--- config.mk ---
export PLATFORM = sky130hd
export DESIGN_NAME = alcu_top
export DESIGN_NICKNAME = d
export VERILOG_FILES = /design/src/alcu_adder.v /design/src/alcu_top.v
export VERILOG_INCLUDE_DIRS = /design/src /design/src/src
export SDC_FILE = /design/constraint.sdc
export NUM_CORES = 1
export LEC_CHECK = 0
export ABC_AREA = 0
export BUFFER_PORTS_ARGS = -buffer_cell sky130_fd_sc_hd__buf_2
export CORE_MARGIN = 2
export CORE_UTILIZATION = 25
export DETAILED_ROUTE_END_ITERATION = 10
export PLACE_DENSITY = 0.51
export SLEW_MARGIN = 20
export SYNTH_ARGS = -nofsm -noshare
export SYNTH_HDL_FRONTEND = slang
export SYNTH_HIERARCHICAL = 1
export SYNTH_SLANG_ARGS = --single-unit
export TNS_END_PERCENT = 5
--- constraint.sdc ---
create_clock -name i_mclk -period 5.1 [get_ports i_mclk]
set_clock_uncertainty 0.2 [all_clocks]
set_input_delay 0.51 -clock i_mclk [delete_from_list [all_inputs] [get_ports i_mclk]]
set_output_delay 0.51 -clock i_mclk [all_outputs]
set_load 0.05 [all_outputs]
--- src/alcu_regs.vh ---
// Constants of the arithmetic, logic and compare unit: APB register map,
// command field layout, operation and mode codes, flags and constants.
// Assumes it is included by the unit's design files and by its simulation files.
`ifndef ALCU_REGS_VH
`define ALCU_REGS_VH

// Register byte offsets on the APB, one aligned 32-bit word each.
`define ALCU_OFS_CMD 8'h00
`define ALCU_OFS_STATUS 8'h04
`define ALCU_OFS_ACC 8'h08
`define ALCU_OFS_FLAGS 8'h0C
`define ALCU_OFS_PTR_X 8'h10
`define ALCU_OFS_PTR_Y 8'h14
`define ALCU_OFS_PTR_U 8'h18
`define ALCU_OFS_IMM 8'h1C
`define ALCU_OFS_ABS 8'h20

// Command word layout.
`define ALCU_CMD_W 11
`define ALCU_CMD_OP_MSB 4
`define ALCU_CMD_OP_LSB 0
`define ALCU_CMD_MODE_MSB 7
`define ALCU_CMD_MODE_LSB 5
`define ALCU_CMD_SEL_MSB 9
`define ALCU_CMD_SEL_LSB 8
`define ALCU_CMD_SPACE 10

// Operation codes.
`define ALCU_OP_ADR 5'h00
`define ALCU_OP_SWB 5'h01
`define ALCU_OP_SUI 5'h02
`define ALCU_OP_DSU 5'h03
`define ALCU_OP_DAD 5'h04
`define ALCU_OP_AND 5'h05
`define ALCU_OP_AIM 5'h06
`define ALCU_OP_ORM 5'h07
`define ALCU_OP_OIM 5'h08
`define ALCU_OP_XRM 5'h09
`define ALCU_OP_XIM 5'h0A
`define ALCU_OP_INC 5'h0B
`define ALCU_OP_DEC 5'h0C
`define ALCU_OP_CMA 5'h0D
`define ALCU_OP_CMI 5'h0E
`define ALCU_OP_BIT 5'h0F
`define ALCU_OP_TBI 5'h10

// Operand modes.
`define ALCU_MODE_ACC 3'h0
`define ALCU_MODE_LOW 3'h1
`define ALCU_MODE_HIGH 3'h2
`define ALCU_MODE_PTRMEM 3'h3
`define ALCU_MODE_ABSMEM 3'h4
`define ALCU_MODE_WIDE 3'h5

// Pointer pair select codes.
`define ALCU_SEL_X 2'h0
`define ALCU_SEL_Y 2'h1
`define ALCU_SEL_U 2'h2
`define ALCU_SEL_SPARE 2'h3

// Flag and status bit positions.
`define ALCU_FLAG_C 0
`define ALCU_FLAG_Z 1
`define ALCU_FLAG_V 2
`define ALCU_FLAG_H 3
`define ALCU_STAT_BUSY 0

// Byte and word constants.
`define ALCU_BYTE_ZERO 8'h00
`define ALCU_BYTE_ONE 8'h01
`define ALCU_BYTE_ONES 8'hFF
`define ALCU_WORD_ZERO 16'h0000
`define ALCU_WORD_ONE 16'h0001
`define ALCU_RD_ZERO 32'h0000_0000
`define ALCU_CMD_RST 11'h000

// Decimal bias and correction constants, chosen by carry and half-carry.
`define ALCU_DEC_BIAS 8'h66
`define ALCU_ADJ_NONE 8'h9A
`define ALCU_ADJ_HALF 8'hA0
`define ALCU_ADJ_CARRY 8'hF0
`define ALCU_ADJ_BOTH 8'h00

// Decimal step counter values.
`define ALCU_PH0 2'h0
`define ALCU_PH1 2'h1
`define ALCU_PH2 2'h2

`endif

--- src/alcu_adder.v ---
// Eight-bit adder with carry in, giving carry, half-carry and overflow.
// Assumes a purely combinational use inside the unit's execute stage.
`timescale 1ns/1ns
module alcu_adder (
    input wire [7:0] i_a,
    input wire [7:0] i_b,
    input wire i_cin,
    output wire [7:0] o_sum,
    output wire o_c,
    output wire o_h,
    output wire o_v
);

    wire [8:0] full;
    wire [4:0] nib;

    // Full sum and low nibble sum; the nibble carry is the half-carry.
    assign full = {1'h0, i_a} + {1'h0, i_b} + {8'h00, i_cin};
    assign nib = {1'h0, i_a[3:0]} + {1'h0, i_b[3:0]} + {4'h0, i_cin};

    // Overflow when like-signed inputs give an unlike-signed sum.
    assign o_sum = full[7:0];
    assign o_c = full[8];
    assign o_h = nib[4];
    assign o_v = (i_a[7] == i_b[7]) && (full[7] != i_a[7]);

endmodule // alcu_adder

--- src/alcu_top.v ---
// Arithmetic, logic, compare and bit-test unit of an 8-bit processor core,
// holding accumulator, flags and three pointer pairs behind an APB slave.
// Assumes a memory bus on the same clock that answers o_mem_req with a
// one-cycle i_mem_ack, and software that writes a command only when idle.
`timescale 1ns/1ns
`include "alcu_regs.vh"
module alcu_top (
    input wire i_mclk,
    input wire i_rst_b,
    input wire i_psel,
    input wire i_penable,
    input wire i_pwrite,
    input wire [7:0] i_paddr,
    input wire [31:0] i_pwdata,
    output reg [31:0] o_prdata,
    output wire o_pready,
    output wire o_pslverr,
    output reg o_mem_req,
    output reg o_mem_we,
    output reg [15:0] o_mem_addr,
    output reg [7:0] o_mem_wdata,
    output reg o_mem_space,
    input wire i_mem_ack,
    input wire [7:0] i_mem_rdata,
    output wire o_busy
);

    localparam ST_IDLE = 2'h0;
    localparam ST_READ = 2'h1;
    localparam ST_EXEC = 2'h2;
    localparam ST_WRITE = 2'h3;

    reg [1:0] state;
    reg [1:0] phase;
    reg [`ALCU_CMD_W-1:0] cmd;
    reg [7:0] acc;
    reg [7:0] imm;
    reg [7:0] mdata;
    reg [15:0] abs_addr;
    reg [15:0] ptr [0:2];
    reg flag_c;
    reg flag_z;
    reg flag_v;
    reg flag_h;

    reg [31:0] next_rdata;
    reg addr_hit;
    reg [7:0] tgt;
    reg [7:0] adj;
    reg [7:0] add_a;
    reg [7:0] add_b;
    reg add_cin;
    reg [7:0] next_logic;
    reg next_arith;
    reg next_zonly;
    reg next_more;
    reg next_put;
    reg [7:0] next_put_val;
    reg next_acc_set;
    reg [7:0] next_acc_in;
    reg next_ptr_set;
    reg [15:0] next_ptr_in;
    reg next_acc_we;
    reg [7:0] next_acc_val;
    reg next_ptr_we;
    reg [15:0] next_ptr_val;
    reg next_mem_we;

    wire [7:0] add_sum;
    wire add_c;
    wire add_h;
    wire add_v;
    wire apb_wr;
    wire apb_setup_rd;
    wire [4:0] op;
    wire [2:0] mode;
    wire [1:0] idx;
    wire [15:0] ptr_cur;
    wire [4:0] w_op;
    wire [2:0] w_mode;
    wire [1:0] w_idx;
    wire start_mem;

    // Operand mode actually used; two immediate forms act on A only.
    function [2:0] eff_mode;
        input [4:0] f_op;
        input [2:0] f_mode;
        begin
            if (f_op == `ALCU_OP_SUI || f_op == `ALCU_OP_XIM)
                eff_mode = `ALCU_MODE_ACC;
            else
                eff_mode = f_mode;
        end
    endfunction

    // Pair index; the spare select code falls on the third pair.
    function [1:0] pair_idx;
        input [1:0] f_sel;
        begin
            if (f_sel == `ALCU_SEL_SPARE)
                pair_idx = `ALCU_SEL_U;
            else
                pair_idx = f_sel;
        end
    endfunction

    // Decode of the latched command and of a command being written.
    assign op = cmd[`ALCU_CMD_OP_MSB:`ALCU_CMD_OP_LSB];
    assign mode = eff_mode(op, cmd[`ALCU_CMD_MODE_MSB:`ALCU_CMD_MODE_LSB]);
    assign idx = pair_idx(cmd[`ALCU_CMD_SEL_MSB:`ALCU_CMD_SEL_LSB]);
    assign ptr_cur = ptr[idx];
    assign w_op = i_pwdata[`ALCU_CMD_OP_MSB:`ALCU_CMD_OP_LSB];
    assign w_mode = eff_mode(w_op,
                             i_pwdata[`ALCU_CMD_MODE_MSB:`ALCU_CMD_MODE_LSB]);
    assign w_idx = pair_idx(i_pwdata[`ALCU_CMD_SEL_MSB:`ALCU_CMD_SEL_LSB]);
    assign start_mem = (w_mode == `ALCU_MODE_PTRMEM) ||
                       (w_mode == `ALCU_MODE_ABSMEM);

    // APB handshake: zero wait states, error on an unmapped address.
    assign apb_wr = i_psel && i_penable && i_pwrite;
    assign apb_setup_rd = i_psel && !i_penable && !i_pwrite;
    assign o_pready = 1'h1;
    assign o_pslverr = i_psel && i_penable && !addr_hit;
    assign o_busy = (state != ST_IDLE);

    // Read data selection and address decode.
    always @*
    begin
        next_rdata = `ALCU_RD_ZERO;
        addr_hit = 1'h1;
        case (i_paddr)
        `ALCU_OFS_CMD: next_rdata[`ALCU_CMD_W-1:0] = cmd;
        `ALCU_OFS_STATUS: next_rdata[`ALCU_STAT_BUSY] = o_busy;
        `ALCU_OFS_ACC: next_rdata[7:0] = acc;
        `ALCU_OFS_FLAGS:
        begin
            next_rdata[`ALCU_FLAG_C] = flag_c;
            next_rdata[`ALCU_FLAG_Z] = flag_z;
            next_rdata[`ALCU_FLAG_V] = flag_v;
            next_rdata[`ALCU_FLAG_H] = flag_h;
        end
        `ALCU_OFS_PTR_X: next_rdata[15:0] = ptr[`ALCU_SEL_X];
        `ALCU_OFS_PTR_Y: next_rdata[15:0] = ptr[`ALCU_SEL_Y];
        `ALCU_OFS_PTR_U: next_rdata[15:0] = ptr[`ALCU_SEL_U];
        `ALCU_OFS_IMM: next_rdata[7:0] = imm;
        `ALCU_OFS_ABS: next_rdata[15:0] = abs_addr;
        default: addr_hit = 1'h0;
        endcase
    end

    // Read data is captured in the setup cycle, ready for the access.
    always @(posedge i_mclk or negedge i_rst_b)
    begin
        if (!i_rst_b)
            o_prdata <= `ALCU_RD_ZERO;
        else if (apb_setup_rd)
            o_prdata <= next_rdata;
    end

    // Target byte named by the operand mode; memory comes from the latch.
    always @*
    begin
        case (mode)
        `ALCU_MODE_LOW: tgt = ptr_cur[7:0];
        `ALCU_MODE_HIGH: tgt = ptr_cur[15:8];
        `ALCU_MODE_PTRMEM: tgt = mdata;
        `ALCU_MODE_ABSMEM: tgt = mdata;
        default: tgt = acc;
        endcase
    end

    // Decimal correction picked from the flags of the preceding add.
    always @*
    begin
        case ({flag_c, flag_h})
        2'h0: adj = `ALCU_ADJ_NONE;
        2'h1: adj = `ALCU_ADJ_HALF;
        2'h2: adj = `ALCU_ADJ_CARRY;
        default: adj = `ALCU_ADJ_BOTH;
        endcase
    end

    // Adder inputs and logic result for the current step.
    always @*
    begin
        add_a = acc;
        add_b = ~tgt;
        add_cin = flag_c;
        next_logic = acc & tgt;
        case (op)
        `ALCU_OP_ADR:
        begin
            add_a = ptr_cur[7:0];
            add_b = acc;
            add_cin = 1'h0;
        end
        `ALCU_OP_SUI: add_b = ~imm;
        `ALCU_OP_DSU:
        begin
            if (phase != `ALCU_PH0)
            begin
                add_b = adj;
                add_cin = 1'h0;
            end
        end
        `ALCU_OP_DAD:
        begin
            add_cin = 1'h0;
            add_b = adj;
            if (phase == `ALCU_PH0)
                add_b = `ALCU_DEC_BIAS;
            else if (phase == `ALCU_PH1)
            begin
                add_b = tgt;
                add_cin = flag_c;
            end
        end
        `ALCU_OP_INC:
        begin
            add_a = tgt;
            add_b = `ALCU_BYTE_ZERO;
            add_cin = 1'h1;
        end
        `ALCU_OP_DEC:
        begin
            add_a = tgt;
            add_b = `ALCU_BYTE_ONES;
            add_cin = 1'h0;
        end
        `ALCU_OP_CMA: add_cin = 1'h1;
        `ALCU_OP_CMI:
        begin
            add_a = tgt;
            add_b = ~imm;
            add_cin = 1'h1;
        end
        `ALCU_OP_AIM: next_logic = tgt & imm;
        `ALCU_OP_ORM: next_logic = acc | tgt;
        `ALCU_OP_OIM: next_logic = tgt | imm;
        `ALCU_OP_XRM: next_logic = acc ^ tgt;
        `ALCU_OP_XIM: next_logic = acc ^ imm;
        `ALCU_OP_TBI: next_logic = tgt & imm;
        default: next_logic = acc & tgt;
        endcase
    end

    alcu_adder u_adder (
        .i_a(add_a),
        .i_b(add_b),
        .i_cin(add_cin),
        .o_sum(add_sum),
        .o_c(add_c),
        .o_h(add_h),
        .o_v(add_v)
    );

    // Effects of the current step: flags, destination and further steps.
    always @*
    begin
        next_arith = 1'h0;
        next_zonly = 1'h0;
        next_more = 1'h0;
        next_put = 1'h0;
        next_put_val = add_sum;
        next_acc_set = 1'h0;
        next_acc_in = add_sum;
        next_ptr_set = 1'h0;
        next_ptr_in = ptr_cur;
        case (op)
        `ALCU_OP_ADR:
        begin
            next_arith = 1'h1;
            next_ptr_set = 1'h1;
            next_ptr_in = {ptr_cur[15:8] +
                           (add_c ? `ALCU_BYTE_ONE : `ALCU_BYTE_ZERO),
                           add_sum};
        end
        `ALCU_OP_SWB, `ALCU_OP_SUI:
        begin
            next_arith = 1'h1;
            next_acc_set = 1'h1;
        end
        `ALCU_OP_DSU:
        begin
            next_acc_set = 1'h1;
            next_arith = (phase == `ALCU_PH0);
            next_more = (phase == `ALCU_PH0);
        end
        `ALCU_OP_DAD:
        begin
            next_acc_set = 1'h1;
            next_arith = (phase == `ALCU_PH1);
            next_more = (phase != `ALCU_PH2);
        end
        `ALCU_OP_AND, `ALCU_OP_ORM, `ALCU_OP_XRM, `ALCU_OP_XIM:
        begin
            next_zonly = 1'h1;
            next_acc_set = 1'h1;
            next_acc_in = next_logic;
        end
        `ALCU_OP_AIM, `ALCU_OP_OIM:
        begin
            next_zonly = 1'h1;
            next_put = 1'h1;
            next_put_val = next_logic;
        end
        `ALCU_OP_INC, `ALCU_OP_DEC:
        begin
            if (mode == `ALCU_MODE_WIDE)
            begin
                next_ptr_set = 1'h1;
                if (op == `ALCU_OP_INC)
                    next_ptr_in = ptr_cur + `ALCU_WORD_ONE;
                else
                    next_ptr_in = ptr_cur - `ALCU_WORD_ONE;
            end
            else
            begin
                next_arith = 1'h1;
                next_put = 1'h1;
            end
        end
        `ALCU_OP_CMA, `ALCU_OP_CMI: next_arith = 1'h1;
        `ALCU_OP_BIT, `ALCU_OP_TBI: next_zonly = 1'h1;
        default: next_more = 1'h0;
        endcase
    end

    // Routing of a target write to the accumulator, a pair or memory.
    always @*
    begin
        next_acc_we = next_acc_set;
        next_acc_val = next_acc_in;
        next_ptr_we = next_ptr_set;
        next_ptr_val = next_ptr_in;
        next_mem_we = 1'h0;
        if (next_put)
        begin
            case (mode)
            `ALCU_MODE_ACC:
            begin
                next_acc_we = 1'h1;
                next_acc_val = next_put_val;
            end
            `ALCU_MODE_LOW:
            begin
                next_ptr_we = 1'h1;
                next_ptr_val = {ptr_cur[15:8], next_put_val};
            end
            `ALCU_MODE_HIGH:
            begin
                next_ptr_we = 1'h1;
                next_ptr_val = {next_put_val, ptr_cur[7:0]};
            end
            `ALCU_MODE_PTRMEM, `ALCU_MODE_ABSMEM:
                next_mem_we = 1'h1;
            default: next_mem_we = 1'h0;
            endcase
        end
    end

    // Sequencer: software access when idle, memory read, steps, write.
    always @(posedge i_mclk or negedge i_rst_b)
    begin
        if (!i_rst_b)
        begin
            state <= ST_IDLE;
            phase <= `ALCU_PH0;
            cmd <= `ALCU_CMD_RST;
            acc <= `ALCU_BYTE_ZERO;
            imm <= `ALCU_BYTE_ZERO;
            mdata <= `ALCU_BYTE_ZERO;
            abs_addr <= `ALCU_WORD_ZERO;
            ptr[`ALCU_SEL_X] <= `ALCU_WORD_ZERO;
            ptr[`ALCU_SEL_Y] <= `ALCU_WORD_ZERO;
            ptr[`ALCU_SEL_U] <= `ALCU_WORD_ZERO;
            flag_c <= 1'h0;
            flag_z <= 1'h0;
            flag_v <= 1'h0;
            flag_h <= 1'h0;
            o_mem_req <= 1'h0;
            o_mem_we <= 1'h0;
            o_mem_addr <= `ALCU_WORD_ZERO;
            o_mem_wdata <= `ALCU_BYTE_ZERO;
            o_mem_space <= 1'h0;
        end
        else
        begin
            case (state)
            ST_IDLE:
            begin
                if (apb_wr)
                begin
                    case (i_paddr)
                    `ALCU_OFS_CMD:
                    begin
                        cmd <= i_pwdata[`ALCU_CMD_W-1:0];
                        phase <= `ALCU_PH0;
                        o_mem_space <= i_pwdata[`ALCU_CMD_SPACE];
                        if (w_mode == `ALCU_MODE_PTRMEM)
                            o_mem_addr <= ptr[w_idx];
                        else
                            o_mem_addr <= abs_addr;
                        o_mem_req <= start_mem;
                        o_mem_we <= 1'h0;
                        state <= start_mem ? ST_READ : ST_EXEC;
                    end
                    `ALCU_OFS_ACC: acc <= i_pwdata[7:0];
                    `ALCU_OFS_FLAGS:
                    begin
                        flag_c <= i_pwdata[`ALCU_FLAG_C];
                        flag_z <= i_pwdata[`ALCU_FLAG_Z];
                        flag_v <= i_pwdata[`ALCU_FLAG_V];
                        flag_h <= i_pwdata[`ALCU_FLAG_H];
                    end
                    `ALCU_OFS_PTR_X: ptr[`ALCU_SEL_X] <= i_pwdata[15:0];
                    `ALCU_OFS_PTR_Y: ptr[`ALCU_SEL_Y] <= i_pwdata[15:0];
                    `ALCU_OFS_PTR_U: ptr[`ALCU_SEL_U] <= i_pwdata[15:0];
                    `ALCU_OFS_IMM: imm <= i_pwdata[7:0];
                    `ALCU_OFS_ABS: abs_addr <= i_pwdata[15:0];
                    default: state <= ST_IDLE;
                    endcase
                end
            end
            ST_READ:
            begin
                if (i_mem_ack)
                begin
                    mdata <= i_mem_rdata;
                    o_mem_req <= 1'h0;
                    state <= ST_EXEC;
                end
            end
            ST_EXEC:
            begin
                if (next_arith)
                begin
                    flag_c <= add_c;
                    flag_h <= add_h;
                    flag_v <= add_v;
                    flag_z <= (add_sum == `ALCU_BYTE_ZERO);
                end
                if (next_zonly)
                    flag_z <= (next_logic == `ALCU_BYTE_ZERO);
                if (next_acc_we)
                    acc <= next_acc_val;
                if (next_ptr_we)
                    ptr[idx] <= next_ptr_val;
                if (next_more)
                    phase <= phase + `ALCU_PH1;
                else if (next_mem_we)
                begin
                    o_mem_wdata <= next_put_val;
                    o_mem_we <= 1'h1;
                    o_mem_req <= 1'h1;
                    state <= ST_WRITE;
                end
                else
                    state <= ST_IDLE;
            end
            ST_WRITE:
            begin
                if (i_mem_ack)
                begin
                    o_mem_req <= 1'h0;
                    o_mem_we <= 1'h0;
                    state <= ST_IDLE;
                end
            end
            default: state <= ST_IDLE;
            endcase
        end
    end

endmodule // alcu_top

; ---- Word-level counts from Yosys, hierarchy flattened
; Index checks and enable logic that the tools add are counted.
[classes]
add_sub_neg = 8
magnitude_cmp = 3
n_eq_ne = 62
mux = 104
bitwise_logic = 11
n_reduce_logical = 56
[ops]
columns = cell, count
row1 = 16-bit 2-to-1 mux, 12
row2 = 48-bit 2-to-1 mux, 2
row3 = 48-bit one-hot mux with 2 select lines, 1
row4 = 8-bit 2-to-1 mux, 10
row5 = 16-bit binary-select mux with 2-bit select, 2
row6 = 16-bit one-hot mux with 2 select lines, 2
row7 = 48-bit bitwise mux, 1
row8 = 8-bit one-hot mux with 3 select lines, 2
row9 = 8-bit one-hot mux with 6 select lines, 1
row10 = 5-bit by 4-bit == test with 1-bit output (second input constant), 9
row11 = 8-bit one-hot mux with 5 select lines, 1
row12 = 1-bit 2-to-1 mux, 35
row13 = 16-bit demux with 2-bit select, 1
row14 = 8-bit by 5-bit == test with 1-bit output (second input constant), 4
row15 = 8-bit one-hot mux with 2 select lines, 2
row16 = 4-bit one-hot mux with 7 select lines, 1
row17 = 4-bit AND reduction, 7
row18 = 8-bit logical NOT, 3
row19 = 3-bit one-hot mux with 8 select lines, 1
row20 = 2-bit 2-to-1 mux, 11
row21 = 2-bit != test (second input constant), 11
row22 = 5-bit by 3-bit == test with 1-bit output (second input constant), 4
row23 = 5-bit one-hot mux with 4 select lines, 1
row24 = 16-bit by 1-bit adder with 16-bit output (second input constant), 1
row25 = other kinds (57), 119
[word_totals]
ff_bits = 150
input_bits = 54
out_inout_bits = 62
wordCells = 264

; ---- Depth between registers and ports, before layout
; Gate-level depths: netlist of the first run.
[logic_depth]
ltp_word = 20
mapped_depth = 24
depth_no_buf = 22

; ---- Modules after synthesis
; Netlist of the first run, hierarchy kept.
[modules_own_cells]
columns = mod, n_inst, cells_per_inst, area_per_inst_um2, seq_area_each_um2
row1 = alcu_top, 1, 1456, 12041.5, 3728.6
row2 = alcu_adder, 1, 37, 319.1, 0.0

; ---- Worst setup path before layout of the first run
; OpenSTA, ideal clock, no wires.
[synth_timing]
path_kind = flip-flop to flip-flop
start = reg cmd[8]
end = reg ptr[30] (netlist name)
setup_time_ns = 0.065
arrival_time_ns = 5.074
t_required_ns = 4.835
slack_ns = -0.239
path_stages_with_launch = 25
n_path_buf = 2
synth_period_minus_slack_ns = 5.339
cell_sequence = dfrtp_1 clkbuf_1 buf_2 mux2_2 o32ai_1 a211oi_1 a211oi_1 o21bai_1 mux2i_1 o211ai_1 fa_1 fa_1 a21oi_1 o21ai_0 a21boi_0 o21bai_1 ha_1 ha_1 o211ai_1 nor4_1 o21ai_0 a221o_1 a21oi_1 o311ai_0 o21a_1
[synth_via]
elab_chain_cells = 20
elab_cells_between_ends = 39
cone_classes = add/sub (5) / order compare (2) / eq/ne (1) / mux (23) / bitwise (7) / reduce/logical (1)
[synth_rtl]
columns = item, line_no
row1 = from (decl), alcu_top.v:35  ; reg [`ALCU_CMD_W-1:0] cmd;
row2 = from (signal assigned), alcu_top.v:369  ; cmd <= `ALCU_CMD_RST;
row3 = from (signal assigned), alcu_top.v:397  ; cmd <= i_pwdata[`ALCU_CMD_W-1:0];
row4 = 2-bit == test (no source line), --
row5 = 2-bit 2-to-1 mux *, alcu_top.v:100  ; if (f_sel == `ALCU_SEL_SPARE)
row6 = 2-bit inverter with 3-bit output (not written as such) *, alcu_top.v:111  ; assign ptr_cur = ptr[idx];
row7 = 16-bit binary-select mux with 2-bit select *, alcu_top.v:111
row8 = 16-bit 2-to-1 mux (not written as such) * (2 in a row), alcu_top.v:111
row9 = 8-bit one-hot mux with 3 select lines *, alcu_top.v:163  ; case (mode)
row10 = 8-bit 2-to-1 mux or 8-bit inverter (tied branches), "alcu_top.v:212, alcu_top.v:187"
row11 = 8-bit 2-to-1 mux (on tied branches), "alcu_top.v:210, alcu_top.v:200"
row12 = [... 1 more ...], --
row13 = named net add_b[0], alcu_top.v:51  ; reg [7:0] add_b;
row14 = [... 2 more ...], --
row15 = named net add_c, alcu_top.v:70  ; wire add_c;
row16 = 1-bit 2-to-1 mux (no source line) *, --
row17 = 8-bit by 1-bit adder with 8-bit output *, alcu_top.v:274  ; next_ptr_in = {ptr_cur[15:8] +
row18 = 16-bit one-hot mux with 2 select lines *, alcu_top.v:269  ; case (op)
row19 = 16-bit one-hot mux with 2 select lines, alcu_top.v:339  ; case (mode)
row20 = 16-bit 2-to-1 mux *, alcu_top.v:337  ; if (next_put)
row21 = 48-bit bitwise mux *, alcu_top.v:448  ; ptr[idx] <= next_ptr_val;
row22 = 48-bit 2-to-1 mux *, alcu_top.v:447  ; if (next_ptr_we)
row23 = 48-bit one-hot mux with 2 select lines *, alcu_top.v:389  ; case (state)
row24 = "to (signal, indexed assignment)", alcu_top.v:416  ; `ALCU_OFS_PTR_X: ptr[`ALCU_SEL_X] <= i_pwdata[15:0];
row25 = "to (signal, indexed assignment)", alcu_top.v:417  ; `ALCU_OFS_PTR_Y: ptr[`ALCU_SEL_Y] <= i_pwdata[15:0];
row26 = "to (signal, indexed assignment)", alcu_top.v:448
row27 = to (decl), alcu_top.v:40  ; reg [15:0] ptr [0:2];
; Mark *: on every way through the listed nets, which the timed path passes. The rest lies on a longest branch. The select of a mux whose other input is x is not followed.
; A chain may end at the register's enable or synchronous reset.

; ---- Worst setup path after layout of the first run
[layout_timing]
start = reg cmd[8]
end = reg ptr[14] (netlist name)
; Same word-level chain as after synthesis.

==> impl_results.md, run 1 <==
* Status: finished, final reports clean
* Synth cell types at 94
* Setup violators final at 0
* Die Wd at 226 um
* Seq/Total Area, Yosys at 0.302
* Worst r2r src: cmd[8]$_DFFE_PN0P_
* CP arrival at 5.24 ns
* Count leader, synth: nand2_1
* # port buffers at 82
* Placed Cells incl. Taps at 2364
* CP Cell Sequence: mux2_4 > mux2i_2 > buf_4 > o21ai_2 > a211oi_2 > o21bai_4 > mux2i_1 > o211ai_1 > fa_2 > fa_2 > a21oi_2 > o21ai_2 > a21boi_2 > o21bai_2 > ha_2 > ha_4 > o211ai_1 > nor4_2 > a221o_1 > a21oi_4 > o311ai_2 > o21a_1
* Lkg Pwr at 7.02 nW
* WP depth at 22
* Worst Setup SP: cmd[8]$_DFFE_PN0P_
* Die area at 51200 um2
* Worst Path Buf+Inv at 1
* Num rows at 81
* Vias per cell at 5.61
* CTS clk-pin slew, worst paths at 0.09 ns
* Synth cell count leaders: nand2_1, o21ai_0, dfrtp_1
* Gpl congestion at 1.01
* Worst-path fanout max at 4
* Final min period at 5.10 ns
* First drt pass iteration count at 7
* Final instance count without filler cells at 2407
* Peak supply drop at 0.244 mV
* Critical path destination: ptr[14]$_DFFE_PN0P_
* Count of final hold-check violations at 0
* Mapped Cells at 1493
* Boundary pin count at 116
* Syn. warnings at 6
* Crit share post-route at 1.00
* Area of the multi-input gates at 8300 um2
* Total negative slack at 0 ns
* Clock Sinks at 149
* DR iter-0 viols at 1774
* Fill cell count at 5184
* Share of cells above drive strength 1 at 0.287
* #FFs+latches synth at 149
* Family with the most delay on the worst path: compound AO/OA/AOI/OAI gates
* Pin count of the biggest net entering global routing at 70
* CP peak stage delay at 0.43 ns
* Worst-Skew Late Latency at 0.46 ns
* Slowest CP cell: dfrtp_1
* CP endpoint kind: register
* CTS tree: built
* CTS Buf Count at 17
* DP HPWL at 43700 um
* First-pass GRT wire length at 82900 um
* Synth top area share at 0.302
* WS Path Type: register to register
* Final WL at 56300 um
* Maximum root-to-sink buffer count at 2
* Tot GR Track Use at 0.218
* Worst endpoint required time at 5.24 ns
* FF+latch area at 3730 um2
* Worst-margin pin slew at 1.14 ns
* Power Total at 3.22 mW
* Via count at 13.5k
* Top achievable clock speed at 196 MHz
* Final max-slew violation count at 0
* Die height at 226 um
* Async SR Flop Fraction at 1.00
* Worst Reg-to-Reg Cells at 22
* R2r setup slk at 0.002 ns
* ANT cells at 0
* Post-synth EDFFs at 0
* Largest cells by area after synthesis: dfrtp_1, mux2_2, o21ai_0, nand2_1, mux2i_1
* GRT overflow at 0
* Leading area contributor after synthesis: dfrtp_1
* Detail-routed net length per standard cell at 23.4 um
* Finished Core Util at 0.323
* H-tree depth at 4
* Normalized max-slew margin at 0.235
* Area Overhead vs Synth at 27.8%
* Clk root buf: clkbuf_16
* Core region area at 48800 um2
* Initial Util at 0.253
* DRC viols at 0
* Synthesized area at 12400 um2
* Reg-to-Reg End: ptr[14]$_DFFE_PN0P_
* Initial antenna violation count at 1
* RSZ-0062 raised after global routing: true
* Setup crit start kind: register
* Synth Area per Inst at 8.28 um2
* Routed Antenna Nets at 0
* Vias in the first global route at 12.8k
* Max-cap violation count at 0
* Worst Hold Class: primary input to register
* Primary FF master, synth: dfrtp_1
* Cell area power density at 204 nW/um2
* Final-stage net count at 1817
[kinds of logic after synthesis]
| family | Yosys count | share of synthesized area |
|---|---|---|
| muxes | 127 | 0.110 |
| DFF | 149 | 0.302 |
| AOI/OAI and AO/OA | 522 | 0.287 |
| other | 2 | 0.000608 |
| xor gates and xnor gates | 20 | 0.0142 |
| adders and majority gates | 34 | 0.0360 |
| buffers and inverters | 148 | 0.0544 |
| and+or+nand+nor | 491 | 0.196 |
[worst reg2reg max path, cell delays in order, from the launching register on]
cell and delay, ns:
dfrtp_1 0.43, mux2_4 0.33, mux2i_2 0.18, buf_4 0.15
o21ai_2 0.05, a211oi_2 0.35, o21bai_4 0.20, mux2i_1 0.20
o211ai_1 0.14, fa_2 0.41, fa_2 0.38, a21oi_2 0.18
o21ai_2 0.10, a21boi_2 0.16, o21bai_2 0.11, ha_2 0.23
ha_4 0.16, o211ai_1 0.15, nor4_2 0.08, a221o_1 0.35
a21oi_4 0.19, o311ai_2 0.10, o21a_1 0.15
[layout by cell type, fill, tap and decap left out, types with 16 or more instances in the layout]
| cell type | synthesis | routed |
|---|---|---|
| o21ai_0 | 152 | 142 |
| and3_1 | 16 | 16 |
| ha_1 | 30 | 28 |
| buf_4 | 20 | 237 |
| buf_2 | 12 | 81 |
| a22oi_1 | 19 | 19 |
| nor3_1 | 21 | 17 |
| clkbuf_16 | 0 | 17 |
| mux2i_1 | 56 | 55 |
| mux2_2 | 70 | 68 |
| and2_1 | 16 | 16 |
| o211ai_1 | 27 | 27 |
| dfrtp_1 | 149 | 149 |
| nor2b_1 | 17 | 17 |
| o21a_1 | 29 | 29 |
| conb_1 | 2 | 17 |
| a31oi_1 | 31 | 31 |
| inv_1 | 29 | 29 |
| nand2_1 | 182 | 182 |
| nand3_1 | 36 | 35 |
| a21oi_1 | 75 | 73 |
| nand2b_1 | 22 | 22 |
| o221ai_1 | 29 | 26 |
| nor2_1 | 99 | 97 |
[where the power goes]
part           internal, mW  switching, mW  total, mW
clock                 0.695          0.647       1.34
sequential             1.20         0.0221       1.22
combinational         0.238          0.418      0.656
total                  2.13           1.09       3.22
[area by class of cell]
cell class | instances | area share
clock buffers | 17 | 0.0269
clock inverters | 15 | 0.0103
inverters | 29 | 0.00689
multi-input cells | 1211 | 0.526
flip-flops and latches | 149 | 0.236
well taps | 664 | 0.0526
repair buffers | 322 | 0.142
[stage by stage]
stage / worst slack [ns] / area [um2] / hold WS, ns
floorplan: 0.00526 / 12400 / 0.0144
global placement: -0.501 / 14900 / 0.256
detailed placement: -0.641 / 14900 / 0.263
CTS: 0.00657 / 15600 / 0.0560
global route: -0.143 / 15800 / 0.0735
finish: 0.00164 / 15800 / 0.0695
[worst min path at each step]
| stage | from | endpoint | cells after the start |
|---|---|---|---|
| after floorplan | i_rst_b | abs_addr[0]$_DFFE_PN0P_ | 0 |
| after global placement | o_prdata[5]$_DFFE_PN0P_ | o_prdata[5]$_DFFE_PN0P_ | 1 |
| after detailed placement | o_prdata[5]$_DFFE_PN0P_ | o_prdata[5]$_DFFE_PN0P_ | 1 |
| after CTS | i_mem_rdata[1] | mdata[1]$_DFFE_PN0P_ | 2 |
| after global routing | i_mem_rdata[1] | mdata[1]$_DFFE_PN0P_ | 2 |
| final | i_mem_rdata[1] | mdata[1]$_DFFE_PN0P_ | 2 |
[metal layers]
layer,track usage,routed length (um)
met3,0.0381,4760
met5,0,0
met1,0.311,25600
met4,0.0781,1900
met2,0.327,24000
[sequential cells by signal, indices dropped and copies added, names as in the netlist, 2 cells and up]
register	count
ptr	48
abs_addr	16
o_mem_addr	16
o_prdata	16
cmd	10
acc	8
imm	8
mdata	8
o_mem_wdata	8
phase	2
state	2
[repair_timing]
action / in CTS / in global routing
endpoints found under the setup margin: 27 / 21
hold buffers: 1 / 0
buffers inserted: 8 / 3
resized for setup: 35 / 27
pin swaps: 20 / 23
endpoints found under the hold margin: 67 / 0
Power figures use the tool's default switching activity.
==> run 2: changes to the inputs <==
PLACE_DENSITY = unset   (was 0.51)
==> run 2 against run 1 <==
The run now ends with negative setup slack left; total power is 0.17% higher; via count about the same; combinational power rose by 2%; global-route usage grew 0.28 points; count of clock-buffer cells in the layout unchanged; highest routed layer is now met5; wire length is 0.55% higher; critical path depth up 3; clock power about the same.
==> impl_results.md, run 2 (same netlist as run 1, synthesis figures left out) <==
* Maximum root-to-sink buffer count at 2
* Cell mode on critical path: o211ai_1
* ANT cells at 0
* P_sw at 1.08 mW
* Worst endpoint required time at 5.28 ns
* CTS Buf Count at 17
* Area Overhead vs Synth at 28.0%
* Most frequent cells in the layout: buf_4, nand2_1, dfrtp_1
* Worst-margin pin slew at 1.18 ns
* Worst Path Buf+Inv at 3
* First drt pass iteration count at 8
* Final max-slew violation count at 0
* Num rows at 81
* Vias in the first global route at 12.7k
* WS Path Type: register to register
* Initial antenna violation count at 1
* DP Worst Slack at -0.536 ns
* Worst Hold Class: primary input to register
* Fill cell count at 5202
* H-tree depth at 4
* Routed Antenna Nets at 0
* Via count at 13.5k
* # port buffers at 82
* Pin count of the biggest net entering global routing at 59
* Failing checks: negative setup slack
* Crit share post-route at 1.01
* Final WL at 56600 um
* Flop pwr share at 0.379
* DP HPWL at 43800 um
* Setup violators final at 3
* Normalized max-slew margin at 0.207
* Family with the most delay on the worst path: compound AO/OA/AOI/OAI gates
* Final min period at 5.14 ns
* CP peak stage delay at 0.43 ns
* Power Total at 3.23 mW
* Die Wd at 226 um
* Boundary pin count at 116
* Gpl congestion at 0.954
* Reg-to-Reg End: ptr[44]$_DFFE_PN0P_
* CP endpoint kind: register
* Setup crit start kind: register
* Lkg Pwr at 7.02 nW
* Clock network power share at 0.414
* Worst r2r src: cmd[8]$_DFFE_PN0P_
* Die area at 51200 um2
* Worst-Skew Late Latency at 0.48 ns
* Sw Ratio at 0.336
* Count of final hold-check violations at 0
* Final worst slack at -0.0359 ns
* CTS tree: built
* Largest Register: ptr
* GRT overflow at 0
* Hold EP: mdata[0]$_DFFE_PN0P_
* Slowest CP cell: dfrtp_1
* Hold Path Depth at 2
* Core region area at 48800 um2
* Initial Util at 0.253
* Status: finished, violations left
* Worst Reg-to-Reg Cells at 25
* Cell area power density at 204 nW/um2
* Vias per cell at 5.61
* Share of cells above drive strength 1 at 0.285
* Clock Sinks at 149
* Int Pwr at 2.14 mW
* RSZ-0062 raised after global routing: true
* CP arrival at 5.32 ns
* Clk root buf: clkbuf_16
* Total negative slack at -0.0909 ns
* R2r setup slk at -0.04 ns
* Top achievable clock speed at 195 MHz
* First-pass GRT wire length at 83700 um
* Tot GR Track Use at 0.221
* Final-stage net count at 1821
* Peak supply drop at 0.225 mV
* Max reg flops at 48
* CTS clk-pin slew, worst paths at 0.09 ns
* Comb pwr share at 0.207
* Worst-path fanout max at 3
* Die height at 226 um
* Most common cell after layout, fill and taps aside: buf_4
* Worst Setup SP: cmd[8]$_DFFE_PN0P_
* Worst Min Path Start: i_mem_rdata[0]
* Finished Core Util at 0.324
* Detail-routed net length per standard cell at 23.5 um
* DR iter-0 viols at 1704
* DRC viols at 0
* Max-cap violation count at 0
==> run 2: cell count changes in the layout (fill, tap and decap cells not counted), sizes merged <==
cell | previous run | this run
buf | 321 | 325
clkinvlp | 1 | 3
clkinv | 6 | 5
inv | 36 | 35
==> run 2: worst max-delay path by stage <==
| stage | end | slack, ns | depth (start not counted) |
|---|---|---|---|
| 2_1_floorplan | ptr[30]$_DFFE_PN0P_ | 0.005 | 23 |
| 3_3_place_gp | ptr[30]$_DFFE_PN0P_ | -0.45 | 24 |
| 3_5_place_dp | ptr[30]$_DFFE_PN0P_ | -0.54 | 24 |
| 4_1_cts | ptr[30]$_DFFE_PN0P_ | 0.009 | 23 |
| 5_1_grt | ptr[28]$_DFFE_PN0P_ | -0.22 | 25 |
| 6_report | ptr[44]$_DFFE_PN0P_ | -0.04 | 25 |
==> run 2: layout make-up <==
| class | count | area [um2] | area share |
|---|---|---|---|
| multi-input combinational | 1211 | 8260 | 0.522 |
| sequential | 149 | 3730 | 0.236 |
| timing repair buffer | 326 | 2300 | 0.146 |
| tap | 664 | 831 | 0.0525 |
| clock buffer | 17 | 425 | 0.0269 |
| clock inverter | 15 | 169 | 0.0107 |
| inverter | 29 | 109 | 0.00688 |
==> run 2: routing by layer <==
layer / track usage / part of all wire / vias up
li1: - / - / 6088
met1: 0.317 / 0.45 / 6675
met2: 0.329 / 0.43 / 667
met3: 0.0417 / 0.084 / 88
met4: 0.0758 / 0.033 / 2
met5: 0 / 0.00023 / -
==> run 2: what timing repair did <==
item	4_1_cts	5_1_grt
pin swaps	15	15
hold buffers	1	0
setup buffers	9	0
endpoints found under the setup margin	24	33
resized for setup	29	26
hold endpoints to repair	56	0
==> run 2: through the flow <==
| step | cells | instance area [um2] | hold WS, ns |
|---|---|---|---|
| 2_1_floorplan | 1508 | 12400 | 0.0144 |
| 3_3_place_gp | 2370 | 14900 | 0.256 |
| 3_5_place_dp | 2370 | 14900 | 0.261 |
| 4_1_cts | 2411 | 15700 | 0.0519 |
| 5_1_grt | 2411 | 15800 | 0.0676 |
| 6_report | 2411 | 15800 | 0.0662 |
==> run 2: power by group through the flow <==
stage          clock network (mW)  logic, mW  registers [mW]
5_1_grt                      1.41      0.712            1.22
3_3_place_gp                    0      0.622            1.24
2_1_floorplan                   0      0.352            1.25
4_1_cts                      1.35      0.641            1.22
6_report                     1.34      0.667            1.22
3_5_place_dp                    0      0.628            1.24
==> run 3: changes to the inputs <==
ABC_AREA = 1   (was 0)
==> run 3 against run 2 <==
The flow now finishes without violations; register-to-register slack gained 0.22 ns; combinational power rose to 6.4 times the previous value; sequential share of layout area increased by 2.3 points; non-clock buffer count fell by 113; first-iteration DRC count decreased by 14%; total power is 130% higher; clock power about the same; wire length down 7.1%; setup slack improved by 0.22 ns; cell count increased by 7.0%; largest power group is now combinational logic.
==> impl_results.md, run 3 <==
* Lkg Pwr at 6.85 nW
* DP Worst Slack at 0.0708 ns
* # port buffers at 82
* Clk root buf: clkbuf_16
* Max-cap violation count at 0
* First-pass GRT wire length at 78100 um
* Final WL at 52600 um
* Total negative slack at 0 ns
* Seq/Total Area, Yosys at 0.317
* Routed Antenna Nets at 0
* Cell area power density at 508 nW/um2
* Largest Register: ptr
* ANT cells at 0
* Synth cell types at 63
* #FFs+latches synth at 149
* Boundary pin count at 116
* Async SR Flop Fraction at 1.00
* Setup violators final at 0
* Area Overhead vs Synth at 22.5%
* Final instance count without filler cells at 2580
* Largest cells by area after synthesis: dfrtp_1, nand2_1, o21ai_0, nor2_1, inv_1
* Synth top area share at 0.317
* H-tree depth at 4
* Slowest CP cell: dfrtp_1
* Final worst slack at 0.184 ns
* Die Wd at 221 um
* Vias in the first global route at 12.4k
* Post-route cell area at 14400 um2
* Crit share post-route at 0.964
* Cell mode on critical path: o211ai_1
* Mapped Cells at 1789
* Count of final hold-check violations at 0
* Initial antenna violation count at 1
* WHS at 0.0707 ns
* Tot GR Track Use at 0.208
* DP HPWL at 40600 um
* Via count at 13.6k
* Worst-margin pin slew at 1.03 ns
* CTS tree: built
* GRT overflow at 0
* Family with the most delay on the worst path: compound AO/OA/AOI/OAI gates
* Die area at 48800 um2
* Core region area at 46600 um2
* Synthesized area at 11800 um2
* WS Path Type: register to register
* CP peak stage delay at 0.43 ns
* Top achievable clock speed at 203 MHz
* CTS clk-pin slew, worst paths at 0.07 ns
* R2r setup slk at 0.18 ns
* Pin count of the biggest net entering global routing at 62
* Maximum root-to-sink buffer count at 2
* Detail-routed net length per standard cell at 20.4 um
* Worst Hold Class: primary input to register
* Fill cell count at 5053
* Most common cell after layout, fill and taps aside: nand2_1
* Synth cell count leaders: nand2_1, nor2_1, inv_1
* First drt pass iteration count at 6
* Worst-path fanout max at 5
* Status: finished, final reports clean
* Worst endpoint required time at 5.25 ns
* Final-stage net count at 2047
* Leading area contributor after synthesis: dfrtp_1
* Worst-Skew Late Latency at 0.47 ns
* Synth Area per Inst at 6.58 um2
* Count leader, synth: nand2_1
* CP endpoint kind: register
* Setup crit start kind: register
* Share of cells above drive strength 1 at 0.177
* Normalized max-slew margin at 0.310
* Post-synth EDFFs at 0
* DR iter-0 viols at 1459
* Gpl congestion at 1.03
* CTS Buf Count at 17
* Placed inst area at 13500 um2
* Final min period at 4.92 ns
* Placed Cells incl. Taps at 2531
* Num rows at 79
* Worst Path Buf+Inv at 5
* Primary FF master, synth: dfrtp_1
* DRC viols at 0
* Vias per cell at 5.29
* Clock Sinks at 149
* Max reg flops at 48
* CP arrival at 5.07 ns
* Syn. warnings at 6
* Die height at 221 um
* Final max-slew violation count at 0
* Initial Util at 0.253
* Peak supply drop at 0.307 mV
* Most frequent cells in the layout: nand2_1, inv_1, nor2_1
==> run 3: what timing repair did <==
item	in CTS	in global routing
hold endpoints to repair	40	0
setup buffers	0	16
setup endpoints to repair	0	18
gates resized for setup	0	53
hold buffers	1	0
==> run 3: power breakdown <==
group          switching, mW  leakage (nW)  internal, mW
Sequential             0.289          1.84          1.47
Combinational           2.79          4.74          1.46
Clock                  0.609         0.277         0.701
==> run 3: worst paths after layout <==
path                                         startpoint                        end  depth (start not counted)
min in group asynchronous                       i_rst_b  o_mem_addr[0]$_DFFE_PN0P_                          2
max in group asynchronous                       i_rst_b         cmd[9]$_DFFE_PN0P_                          3
worst max-delay path                 cmd[8]$_DFFE_PN0P_        ptr[10]$_DFFE_PN0P_                         30
worst min register to register  o_prdata[0]$_DFFE_PN0P_    o_prdata[0]$_DFFE_PN0P_                          1
worst max register to register       cmd[8]$_DFFE_PN0P_        ptr[10]$_DFFE_PN0P_                         30
worst min-delay path                        i_pwdata[3]         cmd[3]$_DFFE_PN0P_                          3
==> run 3: layout make-up <==
class,count,area (um2),area share
well taps,607,759,0.0527
clock inverters,13,139,0.00963
repair buffers,213,1430,0.0990
inverters,226,853,0.0592
clock buffers,19,443,0.0307
multi-input cells,1353,7060,0.490
flip-flops and latches,149,3730,0.259
==> run 3: layer usage <==
metal	up-vias	share of wire	track usage
met5	-	0.00025	0
met4	2	0.039	0.0914
met3	114	0.083	0.0303
met2	708	0.45	0.329
met1	6493	0.42	0.282
li1	6319	-	-
==> run 3: per-stage QoR <==
step	total power, mW	util
finish	7.32	0.310
global route	7.73	0.310
CTS	7.05	0.302
detailed placement	5.73	0.290
global placement	5.68	0.290
floorplan	4.16	-
==> run 3: logic make-up after synthesis <==
logic type | after synthesis | synth area share
AND/OR/NAND/NOR | 817 | 0.292
AO/OA/AOI/OAI | 467 | 0.232
other | 2 | 0.000638
multiplexers | 8 | 0.00765
adder cells (fa/ha/maj) | 33 | 0.0370
buffers and inverters | 302 | 0.105
XOR/XNOR | 11 | 0.00819
flip-flops | 149 | 0.317
==> run 3: worst reg2reg max path, delay by kind of cell, from the launching register on <==
family,cells,cell delay [ns]
compound gates,9,1.43
simple gates,13,1.40
fa+ha+maj,3,0.88
buf+inv,5,0.48
flops,1,0.43
